### config.mk
export PLATFORM = sky130hd
export DESIGN_NAME = c5t_trim_bank
export DESIGN_NICKNAME = d
export VERILOG_FILES = /design/src/logic/c5t_pkg.sv /design/src/logic/c5t_trim_bank.sv
export VERILOG_INCLUDE_DIRS = /design/src /design/src/logic
export SDC_FILE = /design/constraint.sdc
export NUM_CORES = 1
export LEC_CHECK = 0
export ABC_AREA = 1
export CAP_MARGIN = 15
export CORE_MARGIN = 4
export CORE_UTILIZATION = 45
export CTS_CLUSTER_SIZE = 16
export DETAILED_ROUTE_END_ITERATION = 6
export DONT_BUFFER_PORTS = 1
export SLEW_MARGIN = 30
export SYNTH_ARGS = -nofsm -noshare
export SYNTH_HDL_FRONTEND = slang
export SYNTH_SLANG_ARGS = --single-unit
export TNS_END_PERCENT = 5
### constraint.sdc
create_clock -name aclk -period 2 [get_ports aclk]
set_clock_uncertainty 0.05 [all_clocks]
set_input_delay 0.4 -clock aclk [delete_from_list [all_inputs] [get_ports aclk]]
set_output_delay 0.4 -clock aclk [all_outputs]
set_load 0.02 [all_outputs]
### src/logic/c5t_params.svh
// Purpose: Offsets, reset values and field positions of the cell-5 trim bank
// Assumes: Register index times four is the AXI byte address
// Notes: Definitions only
`ifndef C5T_PARAMS_SVH
`define C5T_PARAMS_SVH

// ----------------------------------------------------------------
// Register indices
// ----------------------------------------------------------------
`define C5T_IDX_WORD1 10'h089
`define C5T_IDX_WORD2 10'h08a
`define C5T_IDX_WORD3 10'h08b
`define C5T_IDX_WORD4 10'h08c
`define C5T_IDX_WORD5 10'h08d
`define C5T_IDX_WORD6 10'h08e
`define C5T_IDX_WORD7 10'h08f
`define C5T_IDX_WORD8 10'h090
`define C5T_IDX_WORD9 10'h091

// ----------------------------------------------------------------
// Reset values and bus answers
// ----------------------------------------------------------------
`define C5T_BYTE_RST 8'h00
`define C5T_RESP_OKAY 2'h0
`define C5T_RESP_SLVERR 2'h2
`define C5T_BYTE_W 8

// ----------------------------------------------------------------
// Field positions
// ----------------------------------------------------------------
`define C5T_SPARE_BIT 7

`endif

### src/logic/c5t_pkg.sv
// Purpose: Types shared by the cell-5 trim bank
// Assumes: Coefficient widths as packed across the bank
// Notes: Offset order-zero coefficient is 14 bits; only its low nibble is readable over the bus
package c5t_pkg;

  typedef struct packed {
    logic [14:0] gain_coeff_order0;
    logic [13:0] gain_coeff_order1;
    logic [13:0] gain_coeff_order2;
    logic [11:0] gain_coeff_order3;
    logic [11:0] gain_coeff_order4;
    logic [13:0] offset_coeff_order0;
  } c5t_coeff_t;

  typedef struct packed {
    logic valid;
    logic [7:0] data;
  } c5t_rd_byte_t;

endpackage

### src/logic/c5t_trim_bank.sv
// Purpose: Read-only AXI4-Lite bank of cell-5 ADC gain trim coefficients
// Assumes: Trim values arrive from a fuse loader on the same clock
// Notes: One read and one write in flight; reads answer one cycle after the take
//   Writes to bank words answer OKAY and store nothing; others answer SLVERR
//   Unmapped reads return zero data
//   The trim port is the only way into the store
//   Coefficients change only in reset or on an aclk edge with trim_load high
//
// Behaviour
// - 0x8A bits 6:0 give order0 bits 14:8
// - 0x8A bit 7 gives order1 bit 0
// - 0x8B gives order1 bits 8:1
// - 0x8C bits 4:0 give order1 bits 13:9
// - 0x8C bits 7:5 give order2 bits 2:0
// - 0x8D gives order2 bits 10:3
// - 0x8E bits 2:0 give order2 bits 13:11
// - 0x8E bits 7:3 give order3 bits 4:0
// - 0x8F bits 6:0 order3 11:5, spare bit 7
// - 0x90 gives order4 bits 7:0
// - 0x89 gives order0 bits 7:0
// - 0x91 bits 3:0 give order4 bits 11:8
// - 0x91 bits 7:4 give offset0 bits 3:0
`timescale 1ns/1ps
`include "c5t_params.svh"

module c5t_trim_bank
  import c5t_pkg::*;
#(
  parameter int ADDR_W = 12
) (
  // Clock and reset
  input wire logic aclk,
  input wire logic aresetn,

  // Trim loader
  input wire logic trim_load,
  input wire c5t_coeff_t trim_in,

  // Coefficients to the measurement path
  output c5t_coeff_t coeff,

  // AXI4-Lite write address
  input wire logic s_axi_awvalid,
  output logic s_axi_awready,
  input wire logic [ADDR_W-1:0] s_axi_awaddr,
  input wire logic [2:0] s_axi_awprot,

  // AXI4-Lite write data
  input wire logic s_axi_wvalid,
  output logic s_axi_wready,
  input wire logic [31:0] s_axi_wdata,
  input wire logic [3:0] s_axi_wstrb,

  // AXI4-Lite write response
  output logic s_axi_bvalid,
  input wire logic s_axi_bready,
  output logic [1:0] s_axi_bresp,

  // AXI4-Lite read address
  input wire logic s_axi_arvalid,
  output logic s_axi_arready,
  input wire logic [ADDR_W-1:0] s_axi_araddr,
  input wire logic [2:0] s_axi_arprot,

  // AXI4-Lite read data
  output logic s_axi_rvalid,
  input wire logic s_axi_rready,
  output logic [31:0] s_axi_rdata,
  output logic [1:0] s_axi_rresp
);

  // ----------------------------------------------------------------
  // Byte decode
  // ----------------------------------------------------------------
  // The low two address bits are ignored: each register is one aligned word
  function automatic logic [9:0] word_index(input logic [ADDR_W-1:0] addr);
    return 10'(addr[ADDR_W-1:2]);
  endfunction

  // Write and read channels share this so their responses always agree
  function automatic logic bank_hit(input logic [ADDR_W-1:0] addr);
    logic [9:0] idx;
    idx = word_index(addr);
    return (idx >= `C5T_IDX_WORD1) && (idx <= `C5T_IDX_WORD9);
  endfunction

  function automatic logic [1:0] resp_code(input logic hit);
    return hit ? `C5T_RESP_OKAY : `C5T_RESP_SLVERR;
  endfunction

  // ----------------------------------------------------------------
  // Register bytes
  // ----------------------------------------------------------------
  function automatic c5t_rd_byte_t read_byte(input logic [ADDR_W-1:0] addr, input c5t_coeff_t c);
    logic [9:0] idx;
    c5t_rd_byte_t r;
    idx = word_index(addr);
    r.valid = bank_hit(addr);
    r.data = `C5T_BYTE_RST;
    if (idx == `C5T_IDX_WORD1) begin
      r.data = c.gain_coeff_order0[7:0];
    end else if (idx == `C5T_IDX_WORD2) begin
      r.data[6:0] = c.gain_coeff_order0[14:8];
      r.data[7] = c.gain_coeff_order1[0];
    end else if (idx == `C5T_IDX_WORD3) begin
      r.data = c.gain_coeff_order1[8:1];
    end else if (idx == `C5T_IDX_WORD4) begin
      r.data[4:0] = c.gain_coeff_order1[13:9];
      r.data[7:5] = c.gain_coeff_order2[2:0];
    end else if (idx == `C5T_IDX_WORD5) begin
      r.data = c.gain_coeff_order2[10:3];
    end else if (idx == `C5T_IDX_WORD6) begin
      r.data[2:0] = c.gain_coeff_order2[13:11];
      r.data[7:3] = c.gain_coeff_order3[4:0];
    end else if (idx == `C5T_IDX_WORD7) begin
      r.data[6:0] = c.gain_coeff_order3[11:5];
      r.data[`C5T_SPARE_BIT] = 1'b0;
    end else if (idx == `C5T_IDX_WORD8) begin
      r.data = c.gain_coeff_order4[7:0];
    end else if (idx == `C5T_IDX_WORD9) begin
      r.data[3:0] = c.gain_coeff_order4[11:8];
      r.data[7:4] = c.offset_coeff_order0[3:0];
    end else begin
      r.valid = 1'b0;
    end
    return r;
  endfunction

  // ----------------------------------------------------------------
  // Coefficient store
  // ----------------------------------------------------------------
  c5t_coeff_t coeff_q, coeff_d;

  // Only the loader and reset change the store; the bus has no path into it
  always_comb begin
    coeff_d = coeff_q;
    if (trim_load) begin
      coeff_d = trim_in;
    end
  end

  always_ff @(posedge aclk) begin
    if (!aresetn) begin
      coeff_q <= '0;
    end else begin
      coeff_q <= coeff_d;
    end
  end

  // ----------------------------------------------------------------
  // Coefficient output
  // ----------------------------------------------------------------
  // The measurement path sees the same flops that the bus reads back
  assign coeff = coeff_q;

  // ----------------------------------------------------------------
  // Write channel
  // ----------------------------------------------------------------
  logic bvalid_q, bvalid_d;
  logic [1:0] bresp_q, bresp_d;
  logic aw_got_q, aw_got_d;
  logic w_got_q, w_got_d;
  logic [ADDR_W-1:0] awaddr_q, awaddr_d;
  logic aw_take, w_take, wr_fire, b_done;
  logic [ADDR_W-1:0] wr_addr;

  // Readies drop while a response waits, so at most one write is ever in flight
  assign s_axi_awready = !aw_got_q && !bvalid_q;
  assign s_axi_wready = !w_got_q && !bvalid_q;
  assign aw_take = s_axi_awvalid && s_axi_awready;
  assign w_take = s_axi_wvalid && s_axi_wready;
  // Address and data come in either order; the write fires once both are in
  assign wr_fire = (aw_got_q || aw_take) && (w_got_q || w_take);
  assign wr_addr = aw_got_q ? awaddr_q : s_axi_awaddr;
  assign b_done = bvalid_q && s_axi_bready;

  // Channel holding: remember whichever half arrived first
  always_comb begin
    aw_got_d = aw_got_q;
    w_got_d = w_got_q;
    awaddr_d = awaddr_q;
    if (aw_take) begin
      aw_got_d = 1'b1;
      awaddr_d = s_axi_awaddr;
    end
    if (w_take) begin
      w_got_d = 1'b1;
    end
    if (wr_fire) begin
      aw_got_d = 1'b0;
      w_got_d = 1'b0;
    end
  end

  always_ff @(posedge aclk) begin
    if (!aresetn) begin
      aw_got_q <= 1'b0;
      w_got_q <= 1'b0;
      awaddr_q <= '0;
    end else begin
      aw_got_q <= aw_got_d;
      w_got_q <= w_got_d;
      awaddr_q <= awaddr_d;
    end
  end

  // ----------------------------------------------------------------
  // Write response
  // ----------------------------------------------------------------
  // Data and strobes are dropped: a bank hit answers OKAY and stores nothing
  always_comb begin
    bvalid_d = bvalid_q;
    bresp_d = bresp_q;
    if (wr_fire) begin
      bvalid_d = 1'b1;
      bresp_d = resp_code(bank_hit(wr_addr));
    end
    if (b_done) begin
      bvalid_d = 1'b0;
    end
  end

  always_ff @(posedge aclk) begin
    if (!aresetn) begin
      bvalid_q <= 1'b0;
      bresp_q <= `C5T_RESP_OKAY;
    end else begin
      bvalid_q <= bvalid_d;
      bresp_q <= bresp_d;
    end
  end

  assign s_axi_bvalid = bvalid_q;
  assign s_axi_bresp = bresp_q;

  // ----------------------------------------------------------------
  // Read channel
  // ----------------------------------------------------------------
  logic rvalid_q, rvalid_d;
  logic [31:0] rdata_q, rdata_d;
  logic [1:0] rresp_q, rresp_d;
  logic ar_take, r_done;
  c5t_rd_byte_t rd_hit;

  // A new address waits until the previous answer has been taken
  assign s_axi_arready = !rvalid_q;
  assign ar_take = s_axi_arvalid && s_axi_arready;
  assign r_done = rvalid_q && s_axi_rready;
  assign rd_hit = read_byte(s_axi_araddr, coeff_q);

  always_comb begin
    rvalid_d = rvalid_q;
    if (ar_take) begin
      rvalid_d = 1'b1;
    end else if (r_done) begin
      rvalid_d = 1'b0;
    end
  end

  always_ff @(posedge aclk) begin
    if (!aresetn) begin
      rvalid_q <= 1'b0;
    end else begin
      rvalid_q <= rvalid_d;
    end
  end

  // ----------------------------------------------------------------
  // Read data
  // ----------------------------------------------------------------
  // Data is captured at the take so a trim load mid-answer cannot tear it
  // An unmapped address reads as zero so software never sees stale bytes
  always_comb begin
    rdata_d = rdata_q;
    rresp_d = rresp_q;
    if (ar_take) begin
      rdata_d = {24'h00_0000, rd_hit.data};
      rresp_d = resp_code(rd_hit.valid);
    end
  end

  always_ff @(posedge aclk) begin
    if (!aresetn) begin
      rdata_q <= 32'h0000_0000;
      rresp_q <= `C5T_RESP_OKAY;
    end else begin
      rdata_q <= rdata_d;
      rresp_q <= rresp_d;
    end
  end

  assign s_axi_rvalid = rvalid_q;
  assign s_axi_rdata = rdata_q;
  assign s_axi_rresp = rresp_q;

endmodule

==> results.json, run 1 <==
{
  "grt_pass1_wl_um": 21700,
  "dieArea_um2": 12200,
  "slowest_stage": "dfxtp_1",
  "ys_warn_count": 0,
  "crit_type": "register to output port",
  "max_stage_delay_ns": 0.53,
  "crit_buf_inv": 1,
  "gr-max-usage-layer": "met2",
  "yosys.cell_types.count": 33,
  "grt_start_max_net_pins": 100,
  "arrival_ns": 1.19,
  "avgSynthCellArea_um2": 7.02,
  "setup_violations": 0,
  "antenna_found_initial": 0,
  "drv_cap": 0,
  "cp_top_family": "flip-flops",
  "finalHoldViolations": 0,
  "synth_area_leader_cell": "dfxtp_1",
  "peakVddDrop_v": 0.000336,
  "grt_pass1_vias": 4036,
  "drtIter0Drc": 309,
  "port_buffers": 0,
  "cts_tree": "yes",
  "critPathRequiredTime_ns": 1.55,
  "synth_top_family_by_area": "simple AND/OR/NAND/NOR gates",
  "crit_fanout": 5,
  "final_design_area_no_fill_um2": 4910,
  "post_cts_buffers": 0,
  "gr-usage-met2_pct": 35.8,
  "hold_buffers": 0,
  "drc_errors": 0,
  "setup_tns_ns": 0,
  "nNetsFinal": 812,
  "wl_per_cell_um": 17.5,
  "postRouteAntennaNets": 0,
  "drive_gt1_share_pct": 7.10,
  "crit_path_start_kind": "register",
  "ys_seq_area_share_pct": 44.5,
  "layout_commonest_cell": "nor2_1",
  "layout_common_cells": "nor2_1, dfxtp_1, o21ai_0",
  "slew_headroom_pct": 66.8,
  "avgViaCountPerCell": 5.24,
  "clock_path_buffers": 2,
  "postPlaceCellArea_um2": 4730,
  "coreArea_um2": 10300,
  "grt_util_met3_pct": 7.89,
  "cp_cell_sequence": "nor2_1 -> buf_4",
  "max_freq_mhz": 611,
  "fp-row-count": 37,
  "worst_pin_slew_ns": 0.496,
  "gp_congestion": 0.877,
  "synthAdderAreaFrac_pct": 0,
  "p_per_area_nw_per_um2": 858,
  "clkLatencyLatePin_ns": 0.37,
  "leakagePower_nw": 2.08,
  "cts.clk_slew.worst_paths_ns": 0.11,
  "synthXorXnorAreaFrac_pct": 0,
  "hold_class": "primary input to register",
  "fin_crit_ns": 1.64,
  "cts_sinks": 105,
  "ys_top_cells_by_area": "dfxtp_1, nor2_1, o21ai_0",
  "ys_ff_latch": 105,
  "antennaDiodeCount": 0,
  "wirelength_um": 14000,
  "status": "completed",
  "via_count": 4184,
  "io_pins": 277,
  "rsz0062_at_grt": "false",
  "synth_area_um2": 4720,
  "maxSlewViolCount": 0,
  "synth.mux.area_fraction_pct": 0,
  "dr.pass1.iters": 4,
  "grt-ovfl-total": 0,
  "floorplan.die.height_um": 110,
  "synth-simple-area-share_pct": 29.8,
  "end_kind": "output port",
  "start_util_pct": 45.9,
  "die_w_um": 110,
  "cts_max_level": 3,
  "post-route-period-util_pct": 81.8,
  "grtUsageMet1_pct": 27.3,
  "cts_resized": 0,
  "cts_root_buf": "clkbuf_8",
  "netlist_instances": 672,
  "track_usage_pct": 21.9,
  "cts_made_buffers": 9,
  "synth_top_area_share_pct": 44.5,
  "synth_compound_area_share_pct": 14.9,
  "area_growth_pct": 4.08,
  "hpwl_um": 10400
}
per-stage QoR:
step | cells | hold WS (ns) | worst slack, ns | util [%] | total power [W]
finish | 798 | 0.0979 | 0.364 | 47.8 | 0.00421
global route | 798 | 0.0768 | 0.256 | 47.8 | 0.00442
CTS | 798 | 0.0822 | 0.351 | 47.8 | 0.00424
detailed placement | 782 | 0.402 | 0.136 | 46.0 | 0.00300
global placement | 782 | 0.397 | 0.164 | 46.0 | 0.00299
floorplan | 697 | 0.380 | 0.462 | - | 0.00294
sequential cells by signal, indices dropped and copies added (netlist names):
signal and count:
s_axi_bresp 1, s_axi_rvalid 1, aw_got_q 1, s_axi_bvalid 1, s_axi_rresp 1, w_got_q 1
awaddr_q 10, coeff 81, s_axi_rdata 8
power breakdown:
part,switching [W],internal (W)
clock network,0.000787,0.000477
logic,0.000286,0.000132
registers,0.000289,0.00224
total,0.00136,0.00285
area by class of cell:
cell class,instances,area [um^2]
Multi-Input combinational cell,487,2210
Fill cell,1061,5360
Clock inverter,7,63.8
Inverter,47,176
Tap cell,136,170
Timing Repair Buffer,7,65.1
Clock buffer,9,124
Sequential cell,105,2100
final timing paths:
kind | depth (start not counted) | end | startpoint | slack [ns]
setup / recovery | 2 | s_axi_awready | s_axi_bvalid | 0.36
hold / removal | 2 | coeff[51] | trim_in[51] | 0.1
setup reg to reg | 6 | s_axi_rdata[7] | s_axi_rvalid | 0.38
hold reg to reg | 2 | awaddr_q[10] | awaddr_q[10] | 0.42
metal layers:
layer	vias to the layer above	part of all wire, %	routed length [um]
li1	2098	-	-
met1	1891	41	5760
met2	179	47	6520
met3	16	11	1470
met4	0	1.5	211
met5	-	0	0
cells by family (layout without fill, tap and decap cells):
kind of cell / after synthesis / count (layout)
AO/OA/AOI/OAI: 136 / 136
other: 1 / 26
flip-flops: 105 / 105
buffers and inverters: 105 / 70
AND/OR/NAND/NOR: 325 / 325
cell usage after synthesis:
master,count
o21a_1,1
inv_2,8
clkinv_1,3
dfxtp_1,105
nor3b_1,1
a32oi_1,1
o211ai_1,2
nor3_1,7
o311ai_0,1
clkbuf_1,28
nor2_1,186
buf_1,1
nand4_2,1
nand2_1,77
o21ai_0,94
nor2_4,2
buf_4,28
o31ai_1,1
nor4_4,2
o2111ai_1,2
nand2_2,3
nor3_2,2
a21oi_1,33
nand3_1,19
conb_1,1
nand4_1,17
o21ai_1,1
nand3b_1,1
inv_1,36
buf_2,1
nor4_1,2
nand2_4,2
nor2_2,3
Power figures use the tool's default switching activity.
==> inputs of run 2 (changes only) <==
==> constraint.sdc (replaced) <==
create_clock -name aclk -period 1.5 [get_ports aclk]
set_clock_uncertainty 0.05 [all_clocks]
set_input_delay 0.3 -clock aclk [delete_from_list [all_inputs] [get_ports aclk]]
set_output_delay 0.3 -clock aclk [all_outputs]
set_load 0.02 [all_outputs]
==> results.json, run 2 (synthesis gave the netlist of run 1 again) <==
{
  "status": "completed",
  "setup_violations": 0,
  "wl_per_cell_um": 16.7,
  "multi_input_area_um2": 2220,
  "gp_congestion": 0.850,
  "maxSlewViolCount": 0,
  "antenna_found_initial": 1,
  "dpl_worst_slack_ns": -0.200,
  "area_growth_pct": 20.5,
  "cts_made_buffers": 9,
  "setup_tns_ns": 0,
  "p_per_area_nw_per_um2": 1050,
  "die_w_um": 110,
  "cts_tree": "yes",
  "drtIter0Drc": 359,
  "crit_fanout": 3,
  "cp_cell_sequence": "buf_4 -> nor2_4",
  "crit_type": "register to output port",
  "setup_slack_ns": 0.0887,
  "postRouteAntennaNets": 0,
  "hold_slack_ns": 0.00782,
  "via_count": 4544,
  "drv_cap": 0,
  "worst_pin_slew_ns": 0.501,
  "dieArea_um2": 12200,
  "postPlaceCellArea_um2": 5230,
  "fp-row-count": 37,
  "floorplan.die.height_um": 110,
  "wirelength_um": 14800,
  "crit_path_start_kind": "register",
  "start_util_pct": 45.9,
  "cp_top_family": "flip-flops",
  "dr.pass1.iters": 5,
  "drive_gt1_share_pct": 15.0,
  "clock_path_buffers": 2,
  "slowest_stage": "dfxtp_1",
  "peakVddDrop_v": 0.000567,
  "crit_buf_inv": 1,
  "grt_start_max_net_pins": 67,
  "arrival_ns": 1.06,
  "seqCellArea_um2": 2100,
  "largest_register_ffs": 81,
  "critPathRequiredTime_ns": 1.15,
  "port_buffers": 0,
  "hold_class": "primary input to register",
  "post-route-period-util_pct": 94.1,
  "finalHoldViolations": 0,
  "fin_crit_ns": 1.41,
  "final_util_pct": 55.3,
  "leakagePower_nw": 2.52,
  "cts_root_buf": "clkbuf_8",
  "grt_pass1_wl_um": 22900,
  "hpwl_um": 10800,
  "cts.clk_slew.worst_paths_ns": 0.10,
  "final_design_area_no_fill_um2": 5690,
  "io_pins": 277,
  "clkLatencyLatePin_ns": 0.37,
  "max_freq_mhz": 709,
  "grt-ovfl-total": 0,
  "rsz0062_at_grt": "false",
  "max_stage_delay_ns": 0.34,
  "slew_headroom_pct": 66.5,
  "nNetsFinal": 897,
  "layout_commonest_cell": "nor2_1",
  "nFillCells": 997,
  "cts_sinks": 105,
  "layout_common_cells": "nor2_1, dfxtp_1, o21ai_0",
  "coreArea_um2": 10300,
  "post_cts_buffers": 0,
  "grt_pass1_vias": 4427,
  "track_usage_pct": 23.3,
  "drc_errors": 0,
  "avgViaCountPerCell": 5.14,
  "cts_max_level": 3,
  "end_kind": "output port"
}
==> run 2: changes by cell type in the layout (fill, tap and decap cells not counted), sizes merged, moves of 2 or more <==
cell         before  now
clkinvlp          1    3
dlygate4sd3       0   21
inv              48   46
clkinv            5    3
buf               7   70
==> run 2: final cells by class <==
class	count	share of cell area (%)
diodes	1	0.0440
clock buffers	10	2.42
clock inverters	6	1.17
inverters	47	3.10
multi-input cells	487	39.1
flip-flops and latches	105	37.0
well taps	136	2.99
repair buffers	92	14.3
==> run 2: worst reg2reg max path: stages (launching register included) <==
cell and delay (ns):
dfxtp_1 0.50, o21ai_0 0.12, nor2_1 0.09, dlygate4sd3_1 0.54
==> run 2: final timing paths <==
check / cells past startpoint / end / from / slack, ns
hold / removal: 2 / coeff[5] / trim_in[5] / 0.008
hold reg to reg: 2 / awaddr_q[10] / awaddr_q[10] / 0.42
setup reg to reg: 3 / coeff[68] / coeff[68] / 0.15
setup / recovery: 2 / s_axi_wready / s_axi_bvalid / 0.09
==> run 2: metal layers <==
metal | GRT usage, % | routed length (um)
met1 | 27.6 | 6100
met5 | 0 | 0
met4 | 6.73 | 337
met2 | 39.3 | 7020
met3 | 9.04 | 1350
==> run 2: per-stage QoR <==
step                total power [W]  std cells
floorplan                   0.00393        697
global placement            0.00413        844
detailed placement          0.00416        844
CTS                         0.00601        878
global route                0.00627        884
finish                      0.00598        884
==> run 2: report_power, final <==
group	internal (W)	switching [W]	total [W]	leakage (nW)
clock network	0.000820	0.000983	0.00180	0.0949
logic	0.000351	0.000566	0.000917	1.55
registers	0.00299	0.000266	0.00326	0.871
==> run 2: repair_timing <==
| item | 4_1_cts | 5_1_grt |
|---|---|---|
| hold endpoints to repair | 44 | 8 |
| endpoints found under the setup margin | 1 | 2 |
| pin swaps | 0 | 0 |
| resized for setup | 1 | 2 |
| hold buffers | 18 | 5 |
